<file path="src/verilog/adc_fmt_consts.svh">
`ifndef ADC_FMT_CONSTS_SVH
`define ADC_FMT_CONSTS_SVH
// ==========================================================
// widths and field positions
`define RES_W 10
`define RAW_W 11
`define DIFF_BIT 4
`define GAIN_BIT 0
`define SIGN_POS 9
`define LEFT_PAD 6
`define RES_MAX 10'h3ff
`define BIP_MAX 10'h1ff
`define BIP_MIN 10'h200
`define REF_SEL_INT 2'h1
`define REF_SEL_HIGH 2'h3
`define LOW_SEL_BIT 0
`define HIGH_SEL_BIT 1
`endif

</file>
<file path="src/verilog/adc_fmt_pkg.sv">
package adc_fmt_pkg;
	// reference source that feeds the converter
	typedef enum logic [1:0] {REF_SUPPLY, REF_EXTERNAL, REF_INT_1V1, REF_INT_2V56} vref_src_type;
	// result encodings
	typedef enum logic [1:0] {ENC_SINGLE, ENC_UNIPOLAR, ENC_BIPOLAR} encoding_type;
endpackage

</file>
<file path="src/verilog/adc_result_format.sv">
`timescale 1ns/1ps
`include "adc_fmt_consts.svh"
// ==========================================================
// result presentation and reference output control
module adc_result_format (
	input wire logic mclk,
	input wire logic srst,
	input wire logic adc_enable,
	input wire logic [4:0] channel_select_field,
	input wire logic [1:0] reference_select_field,
	input wire logic external_ref_enable,
	input wire logic ref_output_enable,
	input wire logic left_adjust_bit,
	input wire logic bipolar_mode_bit,
	input wire logic core_done,
	input wire logic signed [`RAW_W-1:0] core_raw,
	output logic [7:0] result_low_reg,
	output logic [7:0] result_high_reg,
	output logic result_sign_bit,
	output logic conversion_done_flag,
	output logic [1:0] gain_select,
	output adc_fmt_pkg::vref_src_type vref_src,
	output logic ref_output_pin_oe_n,
	output logic ref_output_high
);
	typedef struct packed {
		logic [`RES_W-1:0] result;
		logic bipolar_result;
		logic done;
		logic [7:0] lo;
		logic [7:0] hi;
		logic sign;
		logic [1:0] gain;
		adc_fmt_pkg::vref_src_type vsrc;
		logic oe_n;
		logic high;
	} state_type;

	state_type st;
	state_type next_st;
	logic [`RES_W-1:0] shaped;
	adc_fmt_pkg::encoding_type enc;
	logic differential;

	assign differential = channel_select_field[`DIFF_BIT];

	result_shaper #(.RAW_WIDTH(`RAW_W)) shaper (
		.raw(core_raw),
		.differential(differential),
		.bipolar(bipolar_mode_bit),
		.code(shaped),
		.encoding(enc)
	);

	// ==========================================================
	// next-state logic
	always_comb begin
		next_st = st;
		next_st.done = 1'b0;
		// capture only at completion; held otherwise
		if (core_done && adc_enable) begin
			next_st.result = shaped;
			next_st.bipolar_result = (enc == adc_fmt_pkg::ENC_BIPOLAR);
			next_st.done = 1'b1;
		end
		// left adjust is applied to the held result every cycle
		if (left_adjust_bit) begin
			next_st.hi = next_st.result[`RES_W-1:2];
			next_st.lo = {next_st.result[1:0], `LEFT_PAD'h00};
		end else begin
			next_st.hi = {6'h00, next_st.result[`RES_W-1:8]};
			next_st.lo = next_st.result[7:0];
		end
		next_st.sign = next_st.bipolar_result & next_st.result[`SIGN_POS];
		// odd code in the differential range selects the higher gain
		next_st.gain = differential ? (channel_select_field[`GAIN_BIT] ? 2'h2 : 2'h1) : 2'h0;
		// reference selection decode
		if (!reference_select_field[`LOW_SEL_BIT]) begin
			next_st.vsrc = external_ref_enable ? adc_fmt_pkg::REF_EXTERNAL
				: adc_fmt_pkg::REF_SUPPLY;
		end else if (reference_select_field[`HIGH_SEL_BIT]) begin
			next_st.vsrc = adc_fmt_pkg::REF_INT_2V56;
		end else begin
			next_st.vsrc = adc_fmt_pkg::REF_INT_1V1;
		end
		// pin drive: enable, converter on, internal selection only
		next_st.oe_n = 1'b1;
		next_st.high = 1'b0;
		if (ref_output_enable && adc_enable
			&& reference_select_field[`LOW_SEL_BIT]) begin
			next_st.oe_n = 1'b0;
			next_st.high = reference_select_field[`HIGH_SEL_BIT];
		end
	end

	// ==========================================================
	// state register
	always_ff @(posedge mclk) begin
		if (srst) begin
			st <= '{result: '0, bipolar_result: 1'b0, done: 1'b0, lo: 8'h00, hi: 8'h00,
				sign: 1'b0, gain: 2'h0, vsrc: adc_fmt_pkg::REF_SUPPLY, oe_n: 1'b1, high: 1'b0};
		end else begin
			st <= next_st;
		end
	end

	assign result_low_reg = st.lo;
	assign result_high_reg = st.hi;
	assign result_sign_bit = st.sign;
	assign conversion_done_flag = st.done;
	assign gain_select = st.gain;
	assign vref_src = st.vsrc;
	assign ref_output_pin_oe_n = st.oe_n;
	assign ref_output_high = st.high;

	// ==========================================================
	// checks
	property p_done_pulse;
		@(posedge mclk) disable iff (srst) (core_done && adc_enable) |=> conversion_done_flag;
	endproperty
	a_done_pulse: assert property (p_done_pulse) else $error("done flag missing");

	property p_hold;
		@(posedge mclk) disable iff (srst)
			!(core_done && adc_enable) |=> ($stable(st.result) && $stable(result_sign_bit));
	endproperty
	a_hold: assert property (p_hold) else $error("result changed without completion");

	property p_pin_off;
		@(posedge mclk) disable iff (srst) (!ref_output_enable || !adc_enable) |=> ref_output_pin_oe_n;
	endproperty
	a_pin_off: assert property (p_pin_off) else $error("pin driven while disabled");

	property p_pin_high;
		@(posedge mclk) disable iff (srst)
			(ref_output_enable && adc_enable && reference_select_field == `REF_SEL_HIGH)
			|=> (!ref_output_pin_oe_n && ref_output_high);
	endproperty
	a_pin_high: assert property (p_pin_high) else $error("2.56 V output missing");

	property p_left;
		@(posedge mclk) disable iff (srst)
			left_adjust_bit |=> (result_high_reg == st.result[`RES_W-1:2]);
	endproperty
	a_left: assert property (p_left) else $error("left adjust wrong");

	property p_right;
		@(posedge mclk) disable iff (srst)
			!left_adjust_bit |=> ({result_high_reg, result_low_reg} == {`LEFT_PAD'h00, st.result});
	endproperty
	a_right: assert property (p_right) else $error("right adjust wrong");

	property p_unip_sat;
		@(posedge mclk) disable iff (srst)
			(core_done && adc_enable && !bipolar_mode_bit && core_raw[`RAW_W-1])
			|=> (st.result == '0);
	endproperty
	a_unip_sat: assert property (p_unip_sat) else $error("negative not saturated");

	property p_sign;
		@(posedge mclk) disable iff (srst)
			(core_done && adc_enable && differential && bipolar_mode_bit && core_raw < 0)
			|=> result_sign_bit;
	endproperty
	a_sign: assert property (p_sign) else $error("sign bit not set");

	property p_gain;
		@(posedge mclk) disable iff (srst)
			channel_select_field[`DIFF_BIT]
			|=> (gain_select == ($past(channel_select_field[`GAIN_BIT]) ? 2'h2 : 2'h1));
	endproperty
	a_gain: assert property (p_gain) else $error("no gain for differential");

	property p_int11;
		@(posedge mclk) disable iff (srst)
			(reference_select_field == `REF_SEL_INT) |=> (vref_src == adc_fmt_pkg::REF_INT_1V1);
	endproperty
	a_int11: assert property (p_int11) else $error("1.1 V select wrong");

	// a refused completion must not look like a finished conversion
	property p_refused;
		@(posedge mclk) disable iff (srst)
			(core_done && !adc_enable) |=> !conversion_done_flag;
	endproperty
	a_refused: assert property (p_refused) else $error("done flag while disabled");

	// sign only carries meaning for bipolar differential captures
	property p_sign_plain;
		@(posedge mclk) disable iff (srst)
			(core_done && adc_enable && !(differential && bipolar_mode_bit))
			|=> !result_sign_bit;
	endproperty
	a_sign_plain: assert property (p_sign_plain) else $error("sign set outside bipolar");

	property p_bip_top;
		@(posedge mclk) disable iff (srst)
			(core_done && adc_enable && differential && bipolar_mode_bit
			&& core_raw > $signed({1'b0, `BIP_MAX})) |=> (st.result == `BIP_MAX);
	endproperty
	a_bip_top: assert property (p_bip_top) else $error("bipolar top not clamped");

	property p_bip_bottom;
		@(posedge mclk) disable iff (srst)
			(core_done && adc_enable && differential && bipolar_mode_bit
			&& core_raw < -$signed({1'b0, `BIP_MIN})) |=> (st.result == `BIP_MIN);
	endproperty
	a_bip_bottom: assert property (p_bip_bottom) else $error("bipolar bottom not clamped");

	property p_ext_ref;
		@(posedge mclk) disable iff (srst)
			(!reference_select_field[`LOW_SEL_BIT] && external_ref_enable)
			|=> (vref_src == adc_fmt_pkg::REF_EXTERNAL);
	endproperty
	a_ext_ref: assert property (p_ext_ref) else $error("external reference not chosen");

	property p_supply;
		@(posedge mclk) disable iff (srst)
			(!reference_select_field[`LOW_SEL_BIT] && !external_ref_enable)
			|=> (vref_src == adc_fmt_pkg::REF_SUPPLY);
	endproperty
	a_supply: assert property (p_supply) else $error("supply reference not chosen");

	property p_pin_int;
		@(posedge mclk) disable iff (srst)
			(ref_output_enable && adc_enable && reference_select_field == `REF_SEL_INT)
			|=> (!ref_output_pin_oe_n && !ref_output_high);
	endproperty
	a_pin_int: assert property (p_pin_int) else $error("1.1 V output missing");

	property p_gain_single;
		@(posedge mclk) disable iff (srst)
			!channel_select_field[`DIFF_BIT] |=> (gain_select == 2'h0);
	endproperty
	a_gain_single: assert property (p_gain_single) else $error("gain on single input");

	c_bipolar: cover property (@(posedge mclk) conversion_done_flag && st.bipolar_result);
	c_unip_sat: cover property (@(posedge mclk) conversion_done_flag && st.result == '0);
	c_ext_ref: cover property (@(posedge mclk) vref_src == adc_fmt_pkg::REF_EXTERNAL);
	c_pin_on: cover property (@(posedge mclk) !ref_output_pin_oe_n);
	c_left: cover property (@(posedge mclk) conversion_done_flag && left_adjust_bit);
endmodule

</file>
<file path="src/verilog/result_shaper.sv">
`timescale 1ns/1ps
`include "adc_fmt_consts.svh"
// ==========================================================
// combinational coding of a signed raw sample into the 10-bit result
module result_shaper #(
	parameter int RAW_WIDTH = `RAW_W
) (
	input wire logic signed [RAW_WIDTH-1:0] raw,
	input wire logic differential,
	input wire logic bipolar,
	output logic [`RES_W-1:0] code,
	output adc_fmt_pkg::encoding_type encoding
);
	// the clamp bounds assume the core's signed word width
	if (RAW_WIDTH != `RAW_W) begin : g_width_check
		$error("raw width must be 11");
	end
	// core delivers signed difference; clamp per mode
	always_comb begin
		code = '0;
		encoding = adc_fmt_pkg::ENC_SINGLE;
		if (differential && bipolar) begin
			encoding = adc_fmt_pkg::ENC_BIPOLAR;
			// two's complement range 200..1ff, sign in bit nine
			if (raw > $signed({2'h0, `BIP_MAX})) begin
				code = `BIP_MAX;
			end else if (raw < -$signed({2'h0, `BIP_MIN})) begin
				code = `BIP_MIN;
			end else begin
				code = raw[`RES_W-1:0];
			end
		end else begin
			if (differential) begin
				encoding = adc_fmt_pkg::ENC_UNIPOLAR;
			end
			// negative difference saturates to zero, top at 3ff
			if (raw[RAW_WIDTH-1]) begin
				code = '0;
			end else begin
				code = raw[`RES_W-1:0];
			end
		end
	end
endmodule
</file>
<file path="config.mk">
export PLATFORM = sky130hd
export DESIGN_NAME = adc_result_format
export DESIGN_NICKNAME = d
export VERILOG_FILES = /design/src/verilog/adc_fmt_pkg.sv /design/src/verilog/adc_result_format.sv /design/src/verilog/result_shaper.sv
export VERILOG_INCLUDE_DIRS = /design/src /design/src/verilog
export SDC_FILE = /design/constraint.sdc
export NUM_CORES = 1
export LEC_CHECK = 0
export ABC_CLOCK_PERIOD_IN_PS = 1300
export BUFFER_PORTS_ARGS = -buffer_cell sky130_fd_sc_hd__buf_4
export CORE_ASPECT_RATIO = 1.4
export CORE_MARGIN = 5
export CORE_UTILIZATION = 40
export DETAILED_ROUTE_END_ITERATION = 8
export PLACE_DENSITY = 0.78
export SYNTH_ARGS = -nofsm -noshare
export SYNTH_HDL_FRONTEND = slang
export SYNTH_SLANG_ARGS = --single-unit
</file>
<file path="constraint.sdc">
create_clock -name mclk -period 1.3 [get_ports mclk]
set_input_delay 0.065 -clock mclk [delete_from_list [all_inputs] [get_ports mclk]]
set_output_delay 0.065 -clock mclk [all_outputs]
set_load 0.05 [all_outputs]
</file>
==> impl_metrics.env <==
export IMPL_status="completed"
export IMPL_cts_buffer_depth=2
export IMPL_top_usage_layer="met2"
export IMPL_wirelength_um=2560
export IMPL_grt_max_degree=17
export IMPL_final_cell_mix="buf_4, dfxtp_1, nor2_1, or3_1, o211ai_2"
export IMPL_power_density_mw_per_mm2=1370
export IMPL_largest_register_ffs=11
export IMPL_ys_types=22
export IMPL_ioPinCount=50
export IMPL_routed_via_count=949
export IMPL_grt_ovfl_total=0
export IMPL_rows=24
export IMPL_die_x_um=58.1
export IMPL_skew_ns=0.00500
export IMPL_r2r_cells=2
export IMPL_routed_via_density=4.70
export IMPL_p_total_uw=2260
export IMPL_globalRouteMet2Util=0.221
export IMPL_cts_clk_slew_worst_paths_ns=0.07
export IMPL_insertion_delay_ns=0.28
export IMPL_use_met1=0.106
export IMPL_fillers=297
export IMPL_min_period_ns=0.987
export IMPL_setup_violations=0
export IMPL_initial_core_util=0.415
export IMPL_cp_required_ns=1.51
export IMPL_nets=189
export IMPL_maxCapViolCount=0
export IMPL_drive_gt1_frac=0.380
export IMPL_relSlewSlack=0.732
export IMPL_clock_fmax_mhz=1010
export IMPL_dp_hpwl_um=2030
export IMPL_grt_pass1_vias=972
export IMPL_grt_first_pass_wirelength_um=4180
export IMPL_n_antenna_cell=0
export IMPL_route_detailed_drc=0
export IMPL_io_buffers=46
export IMPL_synthesis_area_sq_mm=0.00129
export IMPL_ys_ff_latch=35
export IMPL_root_buffer="clkbuf_8"
export IMPL_antenna_found_initial=0
export IMPL_die_area_sq_mm=0.00449
export IMPL_die_y_um=77.3
export IMPL_final_area_sq_mm=0.00165
export IMPL_ir_worst_vdd_v=0.000918
export IMPL_syn_inst=129
export IMPL_cp_start_kind="primary input"
export IMPL_grt_usage=0.124
export IMPL_cts_resized=0
export IMPL_htreeDepth=2
export IMPL_rsz0062_at_grt="false"
export IMPL_synth_fp_nets=155
export IMPL_syn_to_final_growth_pct=27.1
export IMPL_hold_start="ref_output_enable"
export IMPL_r2r_start="st[34]"
export IMPL_drv_slew=0
export IMPL_dpl_instance_area_sq_mm=0.00154
export IMPL_synth_area_per_cell_sq_um=10.0
export IMPL_post_route_period_util=0.759
export IMPL_drt_first_pass_iters=4
export IMPL_final_common_cell="buf_4"
export IMPL_met3_usage=0.0571
export IMPL_core_sq_mm=0.00312
export IMPL_worst_setup_path_end_kind="flop"
export IMPL_worstSetupPathType="in -> reg"
export IMPL_cts_tree="built"
export IMPL_ys_seq_area_frac=0.541
export IMPL_clkSinkCount=35
export IMPL_critPathMaxFanout=9
export IMPL_antenna_left=0
export IMPL_gp_congestion=0.807
export IMPL_drt_iter0_markers=16
export IMPL_critical_path_arrival_ns=1.19
export IMPL_setup_tns_ns=0
export IMPL_wl_per_cell_um=12.7
export IMPL_worstHoldEndpoint="ref_output_pin_oe_n"
export IMPL_cts_buffers=5
export IMPL_max_slew_worst_pin_slew_ns=0.402
export IMPL_cp_startpoint="left_adjust_bit"
export IMPL_r2r_end="result_high_reg[1]"
export IMPL_min_path_cells=2
export IMPL_yosysWarnings=0
export IMPL_rrSetupSlack_ns=0.47
export IMPL_hold_path_class="in -> reg"
export IMPL_hold_worst_slack_ns=0.00610
export IMPL_leakage_uw=0.000751
export IMPL_finalHoldViolations=0
[through the flow]
stage	util	worst slack (ns)	instances
floorplan	-	0.300	129
global placement	0.492	0.149	193
detailed placement	0.492	0.126	193
CTS	0.527	0.317	202
global route	0.527	0.256	202
finish	0.527	0.313	202
[cells in the mapped netlist (all sizes together)]
library cell | number | area share
mux2i | 4 | 0.031
nor2 | 25 | 0.072
nor3 | 1 | 0.0039
inv | 4 | 0.012
nand2 | 3 | 0.0087
o211ai | 9 | 0.079
buf | 22 | 0.13
or3 | 7 | 0.034
dfxtp | 35 | 0.54
o21ai | 1 | 0.0039
nand2b | 1 | 0.0048
and4b | 1 | 0.0077
nand3 | 4 | 0.015
and3 | 1 | 0.0048
clkbuf | 1 | 0.0029
a2bb2oi | 2 | 0.014
nor2b | 1 | 0.0048
and2 | 2 | 0.0097
o22ai | 4 | 0.019
nor3b | 1 | 0.0058
[worst max-delay path by stage]
| stage | to | slack (ns) |
|---|---|---|
| after floorplan | result_low_reg[6] | 0.30 |
| after global placement | result_low_reg[7] | 0.15 |
| after detailed placement | result_low_reg[7] | 0.13 |
| after CTS | result_low_reg[6] | 0.32 |
| after global routing | result_low_reg[6] | 0.26 |
| final | result_low_reg[6] | 0.31 |
[worst max-delay path: stages]
cell and delay (ns):
dlygate4sd3_1 0.54, buf_4 0.14, inv_1 0.06, nand2_1 0.18
o22ai_1 0.21
[area by class of cell]
class,count,area (sq um),area share
sequential,35,701,0.426
multi-input combinational,67,413,0.251
timing repair buffer,50,380,0.231
clock buffer,6,82.6,0.0502
tap,39,48.8,0.0297
inverter,4,15.0,0.00913
clock inverter,1,5.00,0.00304
[report_power, final]
part	internal, uW	total, uW	switching [uW]
Combinational	139	354	216
Sequential	1120	1140	15.8
Clock	415	769	354
Total	1680	2260	586
[metal layers]
metal | part of all wire | wire length, um
met1 | 0.35 | 888
met2 | 0.54 | 1370
met3 | 0.092 | 235
met4 | 0.025 | 63
met5 | 0 | 0
[cell families (layout without fill, tap and decap cells)]
family	Yosys count	count (layout)	synth area share
and+or+nand+nor	47	47	0.172
muxes	4	4	0.0309
buffers and inverters	27	61	0.140
AOI/OAI and AO/OA	16	16	0.116
DFF	35	35	0.541
[timing repair]
action	4_1_cts	5_1_grt
buffers inserted	0	0
hold endpoints to repair	2	0
hold buffers	2	0
Note: power is estimated with default switching activity, not from simulation.
